==> config.mk <==
export PLATFORM = sky130hd
export DESIGN_NAME = center_aligned_pwm_timer
export DESIGN_NICKNAME = d
export VERILOG_FILES = /design/src/pwm_timer_pkg.sv /design/src/pwm_tick_if.sv /design/src/center_aligned_pwm_timer.sv /design/src/pwm_prescaler.sv
export VERILOG_INCLUDE_DIRS = /design/src
export SDC_FILE = /design/constraint.sdc
export NUM_CORES = 1
export LEC_CHECK = 0
export ABC_CLOCK_PERIOD_IN_PS = 7670
export BUFFER_PORTS_ARGS = -buffer_cell sky130_fd_sc_hd__buf_2
export CORE_ASPECT_RATIO = 1.2
export CORE_MARGIN = 5
export CORE_UTILIZATION = 47
export DETAILED_ROUTE_END_ITERATION = 16
export GPL_TIMING_DRIVEN = 0
export PLACE_DENSITY_LB_ADDON = 0.12
export SLEW_MARGIN = 10
export SYNTH_ARGS = -nofsm -noshare
export SYNTH_HDL_FRONTEND = slang
export SYNTH_SLANG_ARGS = --single-unit
==> constraint.sdc <==
create_clock -name core_clk -period 7.67 [get_ports core_clk]
set_clock_uncertainty 0.2 [all_clocks]
set_input_delay 0 -clock core_clk [delete_from_list [all_inputs] [get_ports core_clk]]
set_output_delay 0 -clock core_clk [all_outputs]
set_load 0.02 [all_outputs]
==> src/pwm_timer_map.svh <==
// Constants for the center-aligned PWM timer
`ifndef PWM_TIMER_MAP_SVH
`define PWM_TIMER_MAP_SVH

`define PWM_COUNT_W      16
`define PWM_COUNT_RESET  16'h0000
`define PWM_CV_ZERO      16'h0000
`define PWM_SIGN_BIT     15
`define PWM_PS_W         3
`define PWM_DIV_W        7
`define PWM_DIV_RESET    7'h00
`define PWM_CLKSEL_W     2
`define PWM_CLKSEL_OFF   2'h0

`endif

==> src/pwm_timer_pkg.sv <==
// Types shared by the PWM timer modules
`include "pwm_timer_map.svh"
package pwm_timer_pkg;
    typedef logic [`PWM_COUNT_W-1:0] count_t;
    typedef logic [`PWM_PS_W-1:0]    prescale_t;
    typedef logic [`PWM_DIV_W-1:0]   divider_t;

    // Counting direction, one-hot
    typedef enum logic [1:0] {
        DIR_UP   = 2'b01,
        DIR_DOWN = 2'b10
    } dir_t;

    // Prescaler state
    typedef struct packed {
        divider_t div;
        logic     tick;
    } prescaler_state_t;
endpackage

==> src/pwm_tick_if.sv <==
// Carrier between the prescaler and the counter core
`timescale 1ns/1ps
interface pwm_tick_if;
    import pwm_timer_pkg::*;
    logic      run;
    prescale_t prescale_select;
    logic      tick;

    modport src (input run, input prescale_select, output tick);
    modport dst (output run, output prescale_select, input tick);
endinterface

==> src/center_aligned_pwm_timer.sv <==
// 16-bit PWM timer with center- and edge-aligned channel outputs
`timescale 1ns/1ps
`include "pwm_timer_map.svh"
module center_aligned_pwm_timer
    import pwm_timer_pkg::*;
#(
    parameter int N_CH = 2
) (
    input  wire logic                          core_clk,
    input  wire logic                          reset,
    input  wire logic [`PWM_CLKSEL_W-1:0]      counter_clock_select,
    input  wire logic [`PWM_PS_W-1:0]          prescale_select,
    input  wire logic                          center_mode,
    input  wire logic [`PWM_COUNT_W-1:0]       modulo_value,
    input  wire logic [N_CH-1:0][`PWM_COUNT_W-1:0] channel_value,
    output logic      [`PWM_COUNT_W-1:0]       counter_value,
    output logic                               counting_down,
    output logic      [N_CH-1:0]               pwm_out
);
    // Whole state of the core
    typedef struct packed {
        count_t                count;
        dir_t                  dir;
        logic [N_CH-1:0]       out;
        count_t [N_CH-1:0]     cv;
    } core_state_t;

    core_state_t st_reg;
    core_state_t st_next;
    logic        boundary;
    logic        tick;

    pwm_tick_if tk ();

    // Prescaler controls and returned tick
    assign tk.run             = (counter_clock_select != `PWM_CLKSEL_OFF);
    assign tk.prescale_select = prescale_select;
    assign tick               = tk.tick;

    pwm_prescaler u_prescaler (
        .core_clk (core_clk),
        .reset    (reset),
        .tk       (tk)
    );

    // Period reference point: top of the up-count, or wrap in edge mode
    assign boundary = (st_reg.count == modulo_value) &&
                      (!center_mode || st_reg.dir == DIR_UP);

    // Counter, period latch and channel compare
    always_comb begin
        count_t      cv_use;
        logic        neg;
        logic        full;
        cv_use  = `PWM_CV_ZERO;
        neg     = 1'b0;
        full    = 1'b0;
        st_next = st_reg;
        if (tick) begin
            for (int i = 0; i < N_CH; i++) begin
                // New duty is taken at the period boundary only
                cv_use = boundary ? channel_value[i] : st_reg.cv[i];
                st_next.cv[i] = cv_use;
                neg  = cv_use[`PWM_SIGN_BIT];
                full = center_mode && (cv_use == modulo_value);
                if (neg) begin
                    if (boundary) begin
                        st_next.out[i] = 1'b0;
                    end
                end else if (center_mode) begin
                    if (boundary) begin
                        st_next.out[i] = full;
                    end else if (!full && st_reg.count == cv_use) begin
                        // Down-count match sets unless the value is zero, up-count match clears
                        st_next.out[i] = (st_reg.dir == DIR_DOWN) &&
                                         (cv_use != `PWM_CV_ZERO);
                    end
                end else begin
                    if (boundary) begin
                        st_next.out[i] = (cv_use != `PWM_CV_ZERO);
                    end else if (st_reg.count == cv_use) begin
                        st_next.out[i] = 1'b0;
                    end
                end
            end
            // Counter movement
            if (!center_mode) begin
                st_next.dir   = DIR_UP;
                st_next.count = boundary ? `PWM_COUNT_RESET
                                         : st_reg.count + count_t'(1);
            end else if (modulo_value == `PWM_COUNT_RESET) begin
                st_next.count = `PWM_COUNT_RESET;
            end else begin
                case (st_reg.dir)
                    DIR_UP: begin
                        if (st_reg.count >= modulo_value) begin
                            st_next.dir   = DIR_DOWN;
                            st_next.count = modulo_value - count_t'(1);
                        end else begin
                            st_next.count = st_reg.count + count_t'(1);
                        end
                    end
                    DIR_DOWN: begin
                        if (st_reg.count == `PWM_COUNT_RESET) begin
                            st_next.dir   = DIR_UP;
                            st_next.count = count_t'(1);
                        end else begin
                            st_next.count = st_reg.count - count_t'(1);
                        end
                    end
                    default: begin
                        st_next.dir   = DIR_UP;
                        st_next.count = `PWM_COUNT_RESET;
                    end
                endcase
            end
        end
    end

    // State register; counter starts at zero, outputs low
    always_ff @(posedge core_clk or posedge reset) begin
        if (reset) begin
            st_reg.count <= `PWM_COUNT_RESET;
            st_reg.dir   <= DIR_DOWN;
            st_reg.out   <= '0;
            st_reg.cv    <= '0;
        end else begin
            st_reg <= st_next;
        end
    end

    // Outputs straight from the state flops
    always_comb begin
        counter_value = st_reg.count;
        counting_down = st_reg.dir[1]; // One-hot down bit
        pwm_out       = st_reg.out;
    end

    // Helper: no tick seen since reset
    logic seen_tick_reg;
    always_ff @(posedge core_clk or posedge reset) begin
        if (reset) begin
            seen_tick_reg <= 1'b0;
        end else if (tick) begin
            seen_tick_reg <= 1'b1;
        end
    end

    // Per-channel duty checks
    for (genvar g = 0; g < N_CH; g++) begin : g_chk

    end
endmodule // center_aligned_pwm_timer

==> src/pwm_prescaler.sv <==
// Free-running clock prescaler that produces counter ticks
`timescale 1ns/1ps
`include "pwm_timer_map.svh"
module pwm_prescaler
    import pwm_timer_pkg::*;
(
    input wire logic core_clk,
    input wire logic reset,
    pwm_tick_if.src  tk
);
    prescaler_state_t st_reg;
    prescaler_state_t st_next;
    divider_t         mask;

    // Divider keeps its value across prescale changes
    always_comb begin
        st_next = st_reg;
        mask = divider_t'((8'h01 << tk.prescale_select) - 8'h01);
        st_next.tick = 1'b0;
        if (tk.run) begin
            st_next.div = st_reg.div + divider_t'(1);
            st_next.tick = ((st_reg.div & mask) == mask);
        end
    end

    // State register
    always_ff @(posedge core_clk or posedge reset) begin
        if (reset) begin
            st_reg <= '{div: `PWM_DIV_RESET, tick: 1'b0};
        end else begin
            st_reg <= st_next;
        end
    end

    // Tick comes straight from its flop
    assign tk.tick = st_reg.tick;
endmodule // pwm_prescaler

* Word-level counts from Yosys, hierarchy flattened
Cells that the tools add are included.
** Cells by class
- Order comparisons :: 1
- Mux-type cells :: 25
- Bitwise gates (word level) :: 1
- Shift operators :: 1
- Eq/ne operators :: 15
- Reduce and logical (&&, ||, !) cells :: 21
- $add $sub $neg :: 5
** Operators with widths (count)
- $mux W16 :: 6
- $eq A16 B16 Y1 :: 5
- $pmux W18 S2 :: 1
- $logic_not A16 Y1 :: 2
- $reduce_bool A16 Y1 :: 2
- $sub A16 B1 Y16 const B :: 2
- $mux W18 :: 1
- $add A16 B1 Y16 const B :: 1
- $ge A16 B16 Y1 :: 1
- $mux W1 :: 14
- $reduce_and A4 Y1 :: 3
- $add A7 B1 Y7 const B :: 1
- $and A7 B7 Y7 :: 1
- $eq A7 B7 Y1 :: 1
- $logic_and A1 B1 Y1 :: 7
- $shl A1 B3 Y7 const A :: 1
- $sub A7 B1 Y7 const B :: 1
- $mux W2 :: 3
- $ne A2 B2 Y1 const B :: 3
- $ne A3 B1 Y1 const B :: 2
- $ne A3 B2 Y1 const B :: 2
- $reduce_bool A3 Y1 :: 2
- $logic_not A1 Y1 :: 3
- $eq A2 B1 Y1 const B :: 1
- other kinds (3) :: 3
** Word-level totals
- Output and inout bits :: 19
- Bits in registers :: 60
- Word-level logic and storage cells :: 77
- Input port bits :: 56

* Logic depth before layout (Yosys ltp)
Gate-level depths: netlist of run 1.
- Word-level depth :: 12
- Mapped depth :: 13
- Gate-level depth less buffers :: 11

* Cells and area by module
From an unflattened synthesis of run 1, not the netlist that was laid out.
** Second synthesis, totals
- Cell total of the unflattened synthesis :: 792
- Area total of the unflattened synthesis :: 6354.8 um^2
** By module, submodules not included
- center_aligned_pwm_timer :: seq. area each 1302.5 um^2, area an instance 5980.7 um^2, cells each 758, times used 1
- pwm_prescaler :: seq. area each 200.2 um^2, area an instance 374.1 um^2, cells each 34, times used 1

* Least setup slack after synthesis of run 1
OpenSTA, ideal clock, no wires.
- Kind :: register to register
- Start :: register st_reg, in the netlist counter_value[0]
- End :: register st_reg, in the netlist pwm_out[0]
- Stages on the path, launching flop included :: 13
- Path slack :: 4.613 ns
- Data required time :: 7.396 ns
- Clock period less this slack :: 3.057 ns
- Library setup time :: 0.074 ns
- Arrival time :: 2.783 ns
- Buffers on the path :: 1
- Cell sequence :: dfrtp_1 -> inv_1 -> ha_1 -> nand4_1 -> or4_4 -> nor2_4 -> buf_2 -> a221oi_1 -> nor2_1 -> a2111oi_4 -> a311oi_1 -> mux2_2 -> o21ai_2
** On the way
- Longest elaborated chain between the ends :: 9
- Elaborated cells between the ends (all ways) :: 19
- Classes of those cells :: 5 x eq/ne; 6 x mux; 8 x reduce/logical
** Ends and longest elaborated chain
- start: declaration :: RTL line center_aligned_pwm_timer.sv:28 : core_state_t st_reg;
- start signal: assignment :: RTL line center_aligned_pwm_timer.sv:128 : st_reg <= st_next;
- $eq A16 B16 Y1 :: RTL line center_aligned_pwm_timer.sv:47 : assign boundary = (st_reg.count == modulo_value) &&
- $logic_and A1 B1 Y1 :: RTL line center_aligned_pwm_timer.sv:47
- $mux W16 :: RTL line center_aligned_pwm_timer.sv:62 : cv_use = boundary ? channel_value[i] : st_reg.cv[i];
- $eq A16 B16 Y1 or $reduce_bool A16 Y1 (tied branches)
- $logic_and A1 B1 Y1 (on tied branches) :: RTL line center_aligned_pwm_timer.sv:65, center_aligned_pwm_timer.sv:75
- $logic_not A1 Y1 or $mux W1 (tied branches) :: RTL line center_aligned_pwm_timer.sv:73 : end else if (!full && st_reg.count == cv_use) begin
- $logic_and A1 B1 Y1 or $mux W1 (tied branches) :: RTL line center_aligned_pwm_timer.sv:73, center_aligned_pwm_timer.sv:71
- $ne A3 B1 Y1 (no source line) or $mux W1 (tied branches)
- $reduce_and A4 Y1 (no source line) or $mux W1 (tied branches)
Several ways; a longest one is shown, not always the timed one. The select of a mux whose other input is x is not followed.
A chain may end at the register's enable or synchronous reset.

* Worst setup path in the final report of run 1
- Start :: register st_reg, in the netlist counter_value[0]
- End :: register st_reg, in the netlist pwm_out[1]
The elaborated chain is that of the path after synthesis.

==> results of run 1 <==
cell usage after synthesis (all sizes together) (4+ instances only):
cell	count
nand4	22
a21oi	32
dfrtp	59
a221o	5
nor2	39
a22o	7
o22ai	16
a31oi	9
and3	9
nor4	26
or4	5
o211ai	11
a22oi	8
nand3	21
nor3b	4
a221oi	6
clkbuf	42
o221ai	5
o21a	5
ha	25
a211oi	7
a21o	6
nor2b	4
nor3	27
buf	26
mux2	21
xor2	43
xnor2	48
nand2	70
o21ai	66
mux2i	10
a2111oi	5
o2111ai	5
inv	53
path summary, 6_finish.rpt:
| kind | endpoint | cells after the start |
|---|---|---|
| max | pwm_out[1] | 12 |
| min | pwm_out[1] | 3 |
| max reg2reg | pwm_out[1] | 12 |
| min reg2reg | u_prescaler.st_reg[7] | 1 |
| max in group asynchronous | counting_down | 4 |
| min in group core_clk | st_reg[34] | 3 |
tightest hold or removal path, stage by stage:
cell and delay, ns:
dlygate4sd3_1 0.53, buf_2 0.12, inv_2 0.44
stage by stage:
stage | instances | power [µW] | hold slack (ns) | worst slack [ns]
2_1_floorplan | 784 | 1092 | -0.1000 | 4.613
3_3_place_gp | 1013 | 1411 | 0.001820 | 3.678
3_5_place_dp | 1014 | 1430 | -0.1037 | 3.673
4_1_cts | 1069 | 1915 | 0.07217 | 3.729
5_1_grt | 1069 | 2047 | 0.09555 | 3.524
6_report | 1069 | 1957 | 0.06807 | 3.645
power groups by stage:
stage               Clock, µW  Sequential, µW  Combinational [µW]
detailed placement          0             472                 957
global placement            0             471                 940
CTS                       469             467                 978
global route              488             477                1080
floorplan                   0             431                 661
finish                    468             473                1020
layer usage:
metal,track usage,up-vias,part of all wire
li1,-,3096,-
met1,0.4438,3467,0.37
met2,0.5880,552,0.47
met3,0.07685,150,0.095
met4,0.2284,0,0.070
met5,0,-,0
cells by family (layout without fill, tap and decap cells):
kind of cell | Yosys count | after routing | share of synthesized area
AOI/OAI and AO/OA | 216 | 216 | 0.2367
muxes | 31 | 31 | 0.05461
adders and majority gates | 25 | 25 | 0.05075
xor gates and xnor gates | 91 | 91 | 0.1293
DFF | 60 | 60 | 0.2438
and+or+nand+nor | 239 | 239 | 0.1973
buffers and inverters | 122 | 243 | 0.08749
final cells by class:
class,instances,area share
plain buffers,68,0.04526
clock buffers,9,0.03029
clock inverters,7,0.01430
inverters,54,0.02726
multi-input cells,602,0.5543
flip-flops and latches,60,0.2021
well taps,164,0.02760
repair buffers,105,0.09894
placed cells by master (no fill, tap or decap), types with 10 or more instances in the layout:
master,instances
o22ai_1,16
mux2_2,21
inv_1,52
dfrtp_1,59
nor2_1,38
clkbuf_1,42
dlygate4sd3_1,39
buf_2,67
buf_4,19
nand4_1,21
nor4_1,25
o21ai_0,61
mux2i_1,10
xnor2_1,48
nand3_1,21
nor3_1,27
xor2_1,43
o211ai_1,11
a21oi_1,32
ha_1,25
nand2_1,69
==> impl_metrics.env, run 1 <==
export IMPL_p_switching_uw=937.0
export IMPL_finalCriticalPeriod_ns=4.025
export IMPL_crit_path_top_delay_cell="nor4_2"
export IMPL_cp_max_fo=10
export IMPL_relSlewSlack=0.4138
export IMPL_worstPathArrival_ns=4.03
export IMPL_detail_route_antenna_nets=0
export IMPL_synth_area_leader_cell="dfrtp_1"
export IMPL_rows=45
export IMPL_initial_core_util=0.4822
export IMPL_worst_ep_required_time_ns=7.67
export IMPL_yosysWarnings=0
export IMPL_clk_pin_slew_ns=0.07
export IMPL_final_layout_size_suffix_gt1_frac=0.1525
export IMPL_min_path_type="input pin to async pin"
export IMPL_intPower_uw=1020
export IMPL_worst_pin_slew_ns=0.8793
export IMPL_drcViolationCount=0
export IMPL_synth_cell_types=71
export IMPL_cpLargestDelayFamily="simple AND/OR/NAND/NOR gates"
export IMPL_cts_path_max_buffers=2
export IMPL_vdd_drop_max_v=0.0001677
export IMPL_cpPeakStageDelay_ns=0.60
export IMPL_fin_crit_sh=0.5248
export IMPL_path_buf_inv=2
export IMPL_synth_area_mm2=0.006163
export IMPL_grt_usage=0.3662
export IMPL_areaGrowthSynthToFinish_pct=20.65
export IMPL_numCtsBuffers=9
export IMPL_pwr_share_seq=0.242
export IMPL_grt_pass1_wl_um=42930
export IMPL_maxCapViolCount=0
export IMPL_holdBufCountCts=39
export IMPL_dr_first_iter_drc_count=1083
export IMPL_firstDrtPassIters=7
export IMPL_grt_pass1_vias=7222
export IMPL_r2r_start="counter_value[0]"
export IMPL_clkPwrFrac=0.239
export IMPL_routed_via_density=6.796
export IMPL_fin_util=0.5818
export IMPL_largest_reg_flops=33
export IMPL_power_density_mw_per_mm2=263.2
export IMPL_dp_hpwl_um=20890
export IMPL_status="finished, final reports clean"
export IMPL_clock_latency_ns=0.36
export IMPL_cts_resized_gates=0
export IMPL_tritoncts="built"
export IMPL_netlist_instances=784
export IMPL_rsz0062_at_grt="no"
export IMPL_placed_area_mm2=0.006714
export IMPL_grt_ovfl_total=0
export IMPL_post_drt_wl_per_cell_um=26.42
export IMPL_die_h_um=135.4
export IMPL_synthArstFlopShare=1.000
export IMPL_critPathLaunchType="register"
export IMPL_synth_edf_count=0
export IMPL_layout_nets=981
export IMPL_seq_area_frac_synth=0.2438
export IMPL_combPwrFrac=0.519
export IMPL_crit_chain="inv_1, ha_1, nand4_1, nor4_2, and2_1, buf_4, mux2i_1, a221o_1, nor4_1, nand4b_1, mux2i_1, o21ai_1"
export IMPL_die_area_mm2=0.01551
export IMPL_hold_viol_final=0
export IMPL_vias=7265
export IMPL_synth_nets=865
export IMPL_post_cts_buffers=0
export IMPL_leakage_uw=0.003192
export IMPL_path_class="register to register"
export IMPL_grt_max_degree=36
export IMPL_synth_area_top_cells="dfrtp_1 (24%), xnor2_1 (6.8%), xor2_1 (6.1%)"
export IMPL_core_area_mm2=0.01278
export IMPL_synth_seq_cells=60
export IMPL_multiInputGateArea_mm2=0.004121
export IMPL_clock_sinks=60
export IMPL_swShare=0.4788
export IMPL_fin_setup_tns_ns=0
export IMPL_diodes=0
export IMPL_place_congestion=1.064
export IMPL_fillCellCount=1198
export IMPL_synth_top_area_frac=0.2395
export IMPL_wl_um=28250
export IMPL_final_area_mm2=0.007436
export IMPL_ff_latch_area_mm2=0.001503
export IMPL_htree_levels=3
export IMPL_cts_root_buf="clkbuf_16"
export IMPL_antenna_found_initial=0
export IMPL_io_buffers=65
export IMPL_cp_end_kind="register"
export IMPL_avgSynthCellArea_um2=7.861
export IMPL_max_clock_freq_ghz=0.2484
export IMPL_synth_ff_type="dfrtp_1"
export IMPL_ios=75
export IMPL_crit_path_start="counter_value[0]"
export IMPL_r2r_setup_slack_ns=3.64
export IMPL_slew_viol_final=0
export IMPL_crit_top_cell="mux2i_1"
export IMPL_die_w_um=114.5
export IMPL_setup_violations=0
Note: power is estimated with default switching activity, not from simulation.
==> run 2: changes to the inputs <==
--- a/config.mk
+++ b/config.mk
@@ -6,7 +6,7 @@
 export SDC_FILE = /design/constraint.sdc
 export NUM_CORES = 1
 export LEC_CHECK = 0
-export ABC_CLOCK_PERIOD_IN_PS = 7670
+export ABC_CLOCK_PERIOD_IN_PS = 3300
 export BUFFER_PORTS_ARGS = -buffer_cell sky130_fd_sc_hd__buf_2
 export CORE_ASPECT_RATIO = 1.2
 export CORE_MARGIN = 5
==> constraint.sdc (replaced) <==
create_clock -name core_clk -period 3.3 [get_ports core_clk]
set_clock_uncertainty 0.2 [all_clocks]
set_input_delay 0 -clock core_clk [delete_from_list [all_inputs] [get_ports core_clk]]
set_output_delay 0 -clock core_clk [all_outputs]
set_load 0.02 [all_outputs]
==> run 2 against run 1 <==
  * The flow now finishes with violations (negative setup slack)
  * Final cell count up 2.2%
  * Clock power rose by 130%
  * Maximum frequency grew 18%
  * Via count grew 2.1%
  * Clock-buffer cell count unchanged
  * Combinational power rose to 2.6 times the previous value
  * Final area is 6.7% higher
  * Sequential cell count unchanged
  * Die area unchanged
  * First-iteration DRC count decreased by 7.8%
  * Largest power group unchanged
==> impl_metrics.env, run 2 (synthesized netlist as in run 1, its figures left out) <==
export IMPL_worst_pin_slew_ns=0.8619
export IMPL_layout_nets=1004
export IMPL_status="finished with violations"
export IMPL_dp_hpwl_um=20890
export IMPL_violations="negative setup slack"
export IMPL_largest_reg_flops=33
export IMPL_grt_pass1_vias=7382
export IMPL_leakage_uw=0.003381
export IMPL_cts_path_max_buffers=2
export IMPL_die_w_um=114.5
export IMPL_die_area_mm2=0.01551
export IMPL_initial_core_util=0.4822
export IMPL_fin_util=0.6209
export IMPL_io_buffers=65
export IMPL_ff_latch_area_mm2=0.001516
export IMPL_post_drt_wl_per_cell_um=26.64
export IMPL_fillCellCount=1128
export IMPL_path_class="register to register"
export IMPL_wl_um=29090
export IMPL_antenna_found_initial=0
export IMPL_grt_max_degree=36
export IMPL_r2r_setup_slack_ns=-0.12
export IMPL_firstDrtPassIters=6
export IMPL_rows=45
export IMPL_grt_ovfl_total=0
export IMPL_cp_max_fo=5
export IMPL_fin_ws_ns=-0.1168
export IMPL_grt_pass1_wl_um=43650
export IMPL_setup_violations=1
export IMPL_multiInputGateArea_mm2=0.004378
export IMPL_crit_path_start="counter_value[3]"
export IMPL_finalCriticalPeriod_ns=3.417
export IMPL_rsz0062_at_grt="yes"
export IMPL_grt_usage=0.3732
export IMPL_slew_viol_final=0
export IMPL_detail_route_antenna_nets=0
export IMPL_final_common_cell="buf_2"
export IMPL_clock_latency_ns=0.36
export IMPL_power_density_mw_per_mm2=603.5
export IMPL_final_cell_mix="buf_2 (68), nand2_1 (67), o21ai_0 (61)"
export IMPL_clk_pin_slew_ns=0.07
export IMPL_cp_end_kind="register"
export IMPL_htree_levels=3
export IMPL_diodes=0
export IMPL_place_congestion=1.064
export IMPL_numCtsBuffers=9
export IMPL_tritoncts="built"
export IMPL_final_layout_size_suffix_gt1_frac=0.2295
export IMPL_worstPathArrival_ns=3.49
export IMPL_clock_sinks=60
export IMPL_hold_viol_final=0
export IMPL_worst_ep_required_time_ns=3.38
export IMPL_cts_root_buf="clkbuf_16"
export IMPL_die_h_um=135.4
export IMPL_max_clock_freq_ghz=0.2927
export IMPL_instances_no_fill=1092
export IMPL_r2r_cells=12
export IMPL_place_inst=1014
export IMPL_vias=7417
export IMPL_critPathLaunchType="register"
export IMPL_vdd_drop_max_v=0.0003950
export IMPL_fin_crit_sh=1.035
export IMPL_maxCapViolCount=0
export IMPL_routed_via_density=6.792
export IMPL_areaGrowthSynthToFinish_pct=28.75
export IMPL_r2r_end="pwm_out[0]"
export IMPL_core_area_mm2=0.01278
export IMPL_relSlewSlack=0.4254
export IMPL_drcViolationCount=0
export IMPL_r2r_start="counter_value[3]"
export IMPL_dr_first_iter_drc_count=999
export IMPL_ios=75
export IMPL_min_path_type="input pin to async pin"
## run 2: cell count changes in the layout (fill, tap and decap cells not counted), sizes merged
cell	before	now
buf	92	117
clkbuf	51	49
clkinvlp	0	1
inv	56	55
## run 2: worst max path at each step
stage | cells after the start | slack (ns) | end
finish | 12 | -0.12 | pwm_out[0]
global placement | 13 | -0.69 | pwm_out[1]
CTS | 12 | -0.06 | pwm_out[0]
floorplan | 12 | 0.24 | pwm_out[0]
detailed placement | 13 | -0.70 | pwm_out[1]
global route | 12 | -0.23 | pwm_out[0]
## run 2: layout make-up
cell class                 instances  share of cell area
inverter                          54             0.02602
clock buffer                       9             0.02838
buffer                            67             0.04620
timing repair buffer             129              0.1173
sequential                        60              0.1911
clock inverter                     7             0.01340
tap                              164             0.02586
multi-input combinational        602              0.5517
## run 2: layer usage
layer / global-route usage / wire (µm) / share of wire
met1: 0.4488 / 10430 / 0.36
met2: 0.5935 / 13380 / 0.46
met3: 0.07730 / 2884 / 0.099
met4: 0.2548 / 2391 / 0.082
met5: 0 / 0 / 0
## run 2: metrics by stage
stage	instance area [µm²]	power (µW)	setup slack, ns	hold WS, ns	TNS [ns]
3_5_place_dp	6714	3323	-0.6972	-0.1037	-13.80
3_3_place_gp	6694	3281	-0.6922	0.001820	-13.38
2_1_floorplan	6163	2539	0.2430	-0.1000	0
6_report	7935	4789	-0.1168	0.05826	-0.1168
4_1_cts	7711	4591	-0.06465	0.03334	-0.06465
5_1_grt	7935	4992	-0.2255	0.1094	-0.3291
## run 2: worst max-delay path: stages (launching register included)
cell and delay (ns):
dfrtp_2 0.46, ha_1 0.31, nand4_1 0.20, or4_4 0.57, nor2_4 0.21, buf_6 0.13
buf_4 0.11, nor2_1 0.04, a211oi_2 0.29, a2111oi_4 0.07, a311oi_2 0.34, mux2_4 0.34
o21ai_2 0.05
## run 2: report_power, final
part	internal (µW)	switching, µW	leakage [µW]
registers	878	186	0.000783
clock network	675	420	0.000163
logic	953	1680	0.00244
## run 2: repair_timing
action                     4_1_cts  5_1_grt
hold buffers                    39        0
buffers inserted                15        9
pin swaps                        8        9
hold endpoints to repair       100        0
setup endpoints to repair       48       17
resized for setup               38       42
